`src/hdl/rsdp_pkg.sv`:
```
// Constants and types shared by the raw serial data port
package rsdp_pkg;

   // Register offsets on the plain register port
   localparam logic [7:0] OFS_PIN2_CFG = 8'h00;
   localparam logic [7:0] OFS_PIN1_CFG = 8'h01;
   localparam logic [7:0] OFS_PIN0_CFG = 8'h02;
   localparam logic [7:0] OFS_PKT_CTRL_B = 8'h08;
   localparam logic [7:0] OFS_MODEM_CFG_C = 8'h12;
   localparam logic [7:0] OFS_RATE_LO = 8'h20;
   localparam logic [7:0] OFS_RATE_HI = 8'h21;
   localparam logic [7:0] OFS_STATUS = 8'h22;
   localparam logic [7:0] OFS_STROBE_RX = 8'h34;
   localparam logic [7:0] OFS_STROBE_TX = 8'h35;
   localparam logic [7:0] OFS_STROBE_IDLE = 8'h36;

   // Field positions
   localparam int FMT_MSB = 5;
   localparam int FMT_LSB = 4;
   localparam int MANCH_BIT = 3;
   localparam int SEL_MSB = 5;

   // Field encodings
   localparam logic [1:0] FMT_SYNC = 2'h1;
   localparam logic [1:0] FMT_ASYNC = 2'h3;
   localparam logic [5:0] SEL_SERIAL_DATA = 6'h0d;
   localparam logic [5:0] SEL_SERIAL_CLK = 6'h0b;
   localparam logic [5:0] SEL_HIGH_Z = 6'h2e;

   // Values after reset
   localparam logic [7:0] RST_PIN_CFG = 8'h2e;
   localparam logic [7:0] RST_PKT_CTRL = 8'h05;
   localparam logic [7:0] RST_MODEM_CFG = 8'h00;
   localparam logic [15:0] RST_RATE = 16'h0013;

   // Counts
   localparam logic [2:0] LAST_PHASE = 3'h7;
   localparam logic [2:0] HALF_PHASE = 3'h4;
   localparam int TX_LATENCY_BITS = 8;
   localparam int RX_LATENCY_BITS = 9;

   typedef enum logic [1:0] {RSDP_IDLE, RSDP_RX, RSDP_TX} rsdp_radio_type;

   // Register port request
   typedef struct packed {
      logic [7:0] addr;
      logic [7:0] wdata;
      logic wr;
      logic rd;
   } rsdp_regbus_type;

   // Drive of the three general pins
   typedef struct packed {
      logic [2:0] out;
      logic [2:0] oe;
   } rsdp_pin_drv_type;

endpackage

```
`src/hdl/rsdp_delay_line.sv`:
```
// Bit delay line holding the serial latency stages
`timescale 1ns/1ps
`default_nettype none
module rsdp_delay_line #(
   parameter int DEPTH = 8
) (
   input wire logic clk,
   input wire logic rst_n,
   input wire logic en,
   input wire logic din,
   output logic dout
);
   typedef struct packed {
      logic [DEPTH-1:0] line;
      logic q;
   } rsdp_dl_type;

   rsdp_dl_type s_reg;
   rsdp_dl_type s_next;

   // Shift one stage per enable, output from a register
   always_comb begin
      s_next = s_reg;
      if (en) begin
         s_next.line = {s_reg.line[DEPTH-2:0], din};
         s_next.q = s_reg.line[DEPTH-1];
      end
   end

   always_ff @(posedge clk or negedge rst_n) begin
      if (!rst_n) begin
         s_reg <= '0;
      end else begin
         s_reg <= s_next;
      end
   end

   assign dout = s_reg.q;
endmodule
`default_nettype wire

```
`src/hdl/rsdp_top.sv`:
```
// Raw serial data port: asynchronous and synchronous serial modes
//
// The register offsets and strobed register access were left to the implementer.
`timescale 1ns/1ps
`default_nettype none
module rsdp_top
   import rsdp_pkg::*;
(
   input wire logic SYS_CLK,
   input wire logic RESETN,
   input wire rsdp_regbus_type REG_BUS,
   output logic [7:0] REG_RDATA,
   input wire logic [2:0] GP_IN,
   output var rsdp_pin_drv_type GP_DRV,
   input wire logic DEMOD_LEVEL,
   output logic MOD_TX_BIT,
   output logic PKT_HANDLER_EN,
   output logic MANCHESTER_EN,
   output logic TX_ACTIVE,
   output logic RX_ACTIVE
);
   typedef struct packed {
      logic [7:0] pin2_cfg;
      logic [7:0] pin1_cfg;
      logic [7:0] pin0_cfg;
      logic [7:0] pkt_ctrl;
      logic [7:0] modem_cfg;
      logic [15:0] rate;
      rsdp_radio_type radio;
      logic [15:0] div;
      logic [2:0] phase;
      logic bclk;
      logic tx_meta;
      logic tx_pin;
      logic tx_mod;
      logic rx_out;
      logic [7:0] rdata;
      rsdp_pin_drv_type drv;
      logic pkt_en;
      logic manch_en;
   } rsdp_top_state_type;

   rsdp_top_state_type s_reg;
   rsdp_top_state_type s_next;

   logic tick;
   logic bit_en;
   logic async_mode;
   logic sync_mode;
   logic tx_q;
   logic rx_q;

   // Drive of one general pin: {oe, out}
   function automatic logic [1:0] pin_drive(
      input logic [5:0] sel,
      input logic serial,
      input logic data,
      input logic clk
   );
      logic [1:0] r;
      r = 2'b10;
      if (sel == SEL_HIGH_Z) begin
         r = 2'b00;
      end else if (serial && sel == SEL_SERIAL_DATA) begin
         r = {1'b1, data};
      end else if (serial && sel == SEL_SERIAL_CLK) begin
         r = {1'b1, clk};
      end
      return r;
   endfunction

   // Mode decode from the packet format field
   assign async_mode = s_reg.pkt_ctrl[FMT_MSB:FMT_LSB] == FMT_ASYNC;
   assign sync_mode = s_reg.pkt_ctrl[FMT_MSB:FMT_LSB] == FMT_SYNC;

   // Oversample tick and bit boundary
   assign tick = s_reg.div == 16'h0000;
   assign bit_en = tick && s_reg.phase == LAST_PHASE;

   // Transmit latency stages, advanced on bit clock rising edge
   rsdp_delay_line #(.DEPTH(TX_LATENCY_BITS)) u_tx_delay (
      .clk(SYS_CLK),
      .rst_n(RESETN),
      .en(bit_en),
      .din(s_reg.tx_pin),
      .dout(tx_q)
   );

   // Receive latency stages, same bit boundary
   rsdp_delay_line #(.DEPTH(RX_LATENCY_BITS)) u_rx_delay (
      .clk(SYS_CLK),
      .rst_n(RESETN),
      .en(bit_en),
      .din(DEMOD_LEVEL),
      .dout(rx_q)
   );

   // Next state of the whole port
   always_comb begin
      logic [1:0] d0;
      logic [1:0] d1;
      logic [1:0] d2;
      logic serial;
      logic tx_now;
      s_next = s_reg;
      d0 = 2'b00;
      d1 = 2'b00;
      d2 = 2'b00;
      serial = 1'b0;
      tx_now = 1'b0;

      // Divider to one-eighth-bit ticks
      s_next.div = tick ? s_reg.rate : s_reg.div - 16'h0001;
      if (tick) begin
         s_next.phase = s_reg.phase + 3'h1;
      end
      s_next.bclk = s_next.phase < HALF_PHASE;

      // Pin 0 input synchroniser
      s_next.tx_meta = GP_IN[0];
      s_next.tx_pin = s_reg.tx_meta;

      // Register writes and strobes
      if (REG_BUS.wr) begin
         unique case (REG_BUS.addr)
            OFS_PIN2_CFG: s_next.pin2_cfg = REG_BUS.wdata;
            OFS_PIN1_CFG: s_next.pin1_cfg = REG_BUS.wdata;
            OFS_PIN0_CFG: s_next.pin0_cfg = REG_BUS.wdata;
            OFS_PKT_CTRL_B: s_next.pkt_ctrl = REG_BUS.wdata;
            OFS_MODEM_CFG_C: s_next.modem_cfg = REG_BUS.wdata;
            OFS_RATE_LO: s_next.rate[7:0] = REG_BUS.wdata;
            OFS_RATE_HI: s_next.rate[15:8] = REG_BUS.wdata;
            OFS_STROBE_RX: s_next.radio = RSDP_RX;
            OFS_STROBE_TX: s_next.radio = RSDP_TX;
            OFS_STROBE_IDLE: s_next.radio = RSDP_IDLE;
            default: s_next.radio = s_reg.radio;
         endcase
      end

      // Modulator input: raw eighth-bit samples or delayed bit
      if (async_mode) begin
         if (tick) begin
            s_next.tx_mod = s_reg.tx_pin;
         end
      end else if (sync_mode) begin
         s_next.tx_mod = tx_q;
      end else begin
         s_next.tx_mod = 1'b0;
      end

      // Receive output: raw level, no decision, or delayed bit
      if (async_mode) begin
         if (tick) begin
            s_next.rx_out = DEMOD_LEVEL;
         end
      end else if (sync_mode) begin
         s_next.rx_out = rx_q;
      end else begin
         s_next.rx_out = 1'b0;
      end

      // Packet handling and Manchester gated off in raw mode
      s_next.pkt_en = !(s_next.pkt_ctrl[FMT_MSB:FMT_LSB] == FMT_ASYNC);
      s_next.manch_en = s_next.modem_cfg[MANCH_BIT] && s_next.pkt_en;

      // Pin routing: data out on selected pin, pin 0 input in transmit
      serial = async_mode || sync_mode;
      tx_now = serial && s_next.radio == RSDP_TX;
      d0 = pin_drive(s_next.pin0_cfg[SEL_MSB:0], serial, s_next.rx_out, s_next.bclk);
      d1 = pin_drive(s_next.pin1_cfg[SEL_MSB:0], serial, s_next.rx_out, s_next.bclk);
      d2 = pin_drive(s_next.pin2_cfg[SEL_MSB:0], serial, s_next.rx_out, s_next.bclk);
      if (tx_now) begin
         d0 = 2'b00;
      end
      s_next.drv.oe = {d2[1], d1[1], d0[1]};
      s_next.drv.out = {d2[0], d1[0], d0[0]};

      // Read data, valid in the cycle after the strobe
      if (REG_BUS.rd) begin
         unique case (REG_BUS.addr)
            OFS_PIN2_CFG: s_next.rdata = s_reg.pin2_cfg;
            OFS_PIN1_CFG: s_next.rdata = s_reg.pin1_cfg;
            OFS_PIN0_CFG: s_next.rdata = s_reg.pin0_cfg;
            OFS_PKT_CTRL_B: s_next.rdata = s_reg.pkt_ctrl;
            OFS_MODEM_CFG_C: s_next.rdata = s_reg.modem_cfg;
            OFS_RATE_LO: s_next.rdata = s_reg.rate[7:0];
            OFS_RATE_HI: s_next.rdata = s_reg.rate[15:8];
            OFS_STATUS: s_next.rdata = {2'h0, s_reg.rx_out, s_reg.bclk,
                                        async_mode, sync_mode, 2'(s_reg.radio)};
            default: s_next.rdata = 8'h00;
         endcase
      end
   end

   // State register
   always_ff @(posedge SYS_CLK or negedge RESETN) begin
      if (!RESETN) begin
         s_reg <= '0;
         s_reg.pin2_cfg <= RST_PIN_CFG;
         s_reg.pin1_cfg <= RST_PIN_CFG;
         s_reg.pin0_cfg <= RST_PIN_CFG;
         s_reg.pkt_ctrl <= RST_PKT_CTRL;
         s_reg.modem_cfg <= RST_MODEM_CFG;
         s_reg.rate <= RST_RATE;
         s_reg.radio <= RSDP_IDLE;
         s_reg.bclk <= 1'b1;
         s_reg.pkt_en <= 1'b1;
      end else begin
         s_reg <= s_next;
      end
   end

   // Outputs, all from the state register
   assign REG_RDATA = s_reg.rdata;
   assign GP_DRV = s_reg.drv;
   assign MOD_TX_BIT = s_reg.tx_mod;
   assign PKT_HANDLER_EN = s_reg.pkt_en;
   assign MANCHESTER_EN = s_reg.manch_en;
   assign TX_ACTIVE = s_reg.radio == RSDP_TX;
   assign RX_ACTIVE = s_reg.radio == RSDP_RX;
endmodule
`default_nettype wire

```
`config.mk`:
```
export PLATFORM = sky130hd
export DESIGN_NAME = rsdp_top
export DESIGN_NICKNAME = d
export VERILOG_FILES = /design/src/hdl/rsdp_pkg.sv /design/src/hdl/rsdp_delay_line.sv /design/src/hdl/rsdp_top.sv
export SDC_FILE = /design/constraint.sdc
export NUM_CORES = 1
export LEC_CHECK = 0
export BUFFER_PORTS_ARGS = -buffer_cell sky130_fd_sc_hd__buf_2
export CORE_UTILIZATION = 50
export DETAILED_ROUTE_END_ITERATION = 12
export HOLD_SLACK_MARGIN = 0.12
export PLACE_DENSITY_LB_ADDON = 0.08
export SLEW_MARGIN = 20
export SYNTH_ARGS = -nofsm -noshare
export SYNTH_HDL_FRONTEND = slang
export SYNTH_SLANG_ARGS = --single-unit
```
`constraint.sdc`:
```
create_clock -name SYS_CLK -period 2.4 [get_ports SYS_CLK]
set_input_delay 0.6 -clock SYS_CLK [delete_from_list [all_inputs] [get_ports SYS_CLK]]
set_output_delay 0.6 -clock SYS_CLK [all_outputs]
set_load 0.01 [all_outputs]
```
==> impl_metrics.env <==
export IMPL_synth_compound_area_share_pct=11.93
export IMPL_grt_max_degree=43
export IMPL_syn_area_per_cell_sq_um=12.20
export IMPL_grt_ovfl_total=0
export IMPL_drc=0
export IMPL_htreeDepth=4
export IMPL_cts_buffers=17
export IMPL_hp_class="in2async"
export IMPL_placed_cell_area_sq_mm=0.006032
export IMPL_setup_viol=0
export IMPL_insertion_delay_ps=410
export IMPL_slowest_stage="mux2i_1"
export IMPL_antenna_found_initial=0
export IMPL_slew_headroom_pct=60.76
export IMPL_synth_area_leader_cell="dfrtp_1"
export IMPL_fin_util_pct=60.96
export IMPL_track_usage_pct=24.33
export IMPL_cp_start_kind="flip-flop"
export IMPL_period_share_pct=90.08
export IMPL_cts_tree="yes"
export IMPL_reg2reg_from="s_reg[24]$_DFF_PN0_"
export IMPL_power_mw=5.853
export IMPL_critPathRequiredTime_ps=2750
export IMPL_cap_violations=0
export IMPL_layout_commonest_cell="dfrtp_1"
export IMPL_first_global_vias=3914
export IMPL_yosys_most_used_dff="dfrtp_1"
export IMPL_drt_total_wl_um=13260
export IMPL_synth_simple_gate_area_share_pct=14.49
export IMPL_slowest_delay_ps=430
export IMPL_fp_dieArea_sq_mm=0.01180
export IMPL_post_place_ws_ps=9.996
export IMPL_hold_viol=0
export IMPL_yosys_warnings=0
export IMPL_cts_sinks=117
export IMPL_antennaDiodeCount=0
export IMPL_synthAdderAreaFrac_pct=0.8807
export IMPL_numPortBuffers=40
export IMPL_synth_area_leaders="dfrtp_1 (43%), mux2_2 (13%), dfstp_2 (8.8%)"
export IMPL_core_area_sq_mm=0.01094
export IMPL_chipHeight_um=108.6
export IMPL_syn_area_sq_mm=0.005683
export IMPL_cp_data_arrival_time_ps=2510
export IMPL_postLayoutCellArea_sq_mm=0.006666
export IMPL_synth_cell_types=68
export IMPL_synth_xor_area_share_pct=1.695
export IMPL_grt_setup_unrepaired="no"
export IMPL_synth_edf_count=0
export IMPL_die_w_um=108.6
export IMPL_rows=38
export IMPL_yosysTopAreaCellShare_pct=43.15
export IMPL_start_util_pct=51.97
export IMPL_viasPerCell=5.982
export IMPL_cts_resized=0
export IMPL_fin_nets=539
export IMPL_path_class="reg2reg"
export IMPL_worst_ir_drop_vdd_v=0.0005877
export IMPL_gp_congestion=0.7751
export IMPL_cp_num_buf_inv=1
export IMPL_drive_gt1_share_pct=37.60
export IMPL_antenna_left=0
export IMPL_ys_ff_latch=117
export IMPL_crit_family="simple AND/OR/NAND/NOR gates"
export IMPL_synth_top_family_by_area="simple AND/OR/NAND/NOR gates"
export IMPL_cts_root_buf="clkbuf_16"
export IMPL_vias=3972
export IMPL_path_cells="inv_1 > ha_1 > nor4b_1 > nand4_1 > mux2i_1 > o22a_1 > o2111a_1"
export IMPL_postSynth_asyncResetShare_pct=100.0
export IMPL_hold_buffers=0
export IMPL_grt_pass1_wl_um=20870
export IMPL_drt_iter0_markers=253
export IMPL_status="finished, final reports clean"
export IMPL_setup_ws_ps=238.1
export IMPL_syn_to_final_growth_pct=17.31
export IMPL_postCtsSetupRepairBufs=0
export IMPL_critPathMaxFanout=4
export IMPL_maxSlewViolCount=0
export IMPL_final_cells=664
export IMPL_synth_nets=494
export IMPL_seq_area_frac_synth_pct=51.94
export IMPL_ios=43
export IMPL_clkTransAtPathRegs_ps=50
export IMPL_dr_pass1_iters=5
export IMPL_worstSetupStartpoint="s_reg[24]$_DFF_PN0_"
export IMPL_post_place_cells=632
export IMPL_period_minus_slack_ps=2162
export IMPL_synth_mux_area_share_pct=14.16
export IMPL_max_freq_mhz=462.5
export IMPL_cts_buffer_depth=2
export IMPL_end_kind="flip-flop"
export IMPL_tightest_slew_ps=584.1
export IMPL_largest_reg_flops=80
export IMPL_p_leak_nw=3.157
export IMPL_setup_tns_ps=0
export IMPL_synthCells=466
export IMPL_final_cell_mix="dfrtp_1 (98), mux2_2 (66), buf_2 (39)"
export IMPL_hold_worst_slack_ps=143.0
export IMPL_wl_per_cell_um=19.97
export IMPL_dp_hpwl_um=9143
export IMPL_fin_worst_skew_ps=9.689
export IMPL_cellPowerDensity_mw_per_mm2=877.9
[worst register-to-register path: stages, from the launching register on]
cell and delay (ps):
dfrtp_1 400, inv_1 90, ha_1 150, nor4b_1 390
nand4_1 250, mux2i_1 430, o22a_1 210, o2111a_1 170
[synthesized netlist by cell type, types with 8 or more instances]
cell type	count
a22o_1	10
buf_4	17
dfrtp_1	98
mux2_2	66
nor3_1	8
a21oi_1	15
o21ai_0	10
nand2_1	22
inv_1	9
clkbuf_1	10
dfstp_2	19
nor2_1	25
nand3_1	11
[path summary, 6_finish.rpt]
check | to | slack (ps) | cells after the start
setup / recovery | GP_DRV[3]$_DFF_PN0_ | 240 | 7
hold / removal | s_reg[37]$_DFF_PN0_ | 140 | 1
setup reg to reg | GP_DRV[3]$_DFF_PN0_ | 240 | 7
hold reg to reg | s_reg[18]$_DFF_PN0_ | 350 | 0
max in group asynchronous | s_reg[20]$_DFF_PN1_ | 1610 | 2
min in group SYS_CLK | s_next[18]$_DFF_PN0_ | 290 | 1
[cell type report]
class                      instances  area, sq um
timing repair buffer              65        415.4
sequential                       117         2952
tap                              140        175.2
clock buffer                      22        454.2
clock inverter                    10        180.2
inverter                          10        37.54
multi-input combinational        300         2452
fill                             884         4269
[metal layers]
layer	vias to the layer above	GRT usage [%]	part of all wire (%)
li1	1827	-	-
met1	2010	33.44	46
met2	114	36.80	47
met3	21	6.934	5.6
met4	0	8.591	1.6
met5	-	0	0
[cell families (layout without fill, tap and decap cells)]
family,after synthesis,count (layout)
flops,117,117
mux,72,72
fa+ha+maj,4,4
compound gates,90,90
xor+xnor,11,11
buf+inv,49,107
simple gates,123,123
[power by group]
part           internal [mW]  switching, mW  total [mW]
registers               2.20          0.221        2.42
clock network           1.86          0.851        2.71
logic                  0.342          0.375       0.718
total                   4.41           1.45        5.85
No activity file was read; power rests on OpenSTA's default activity.
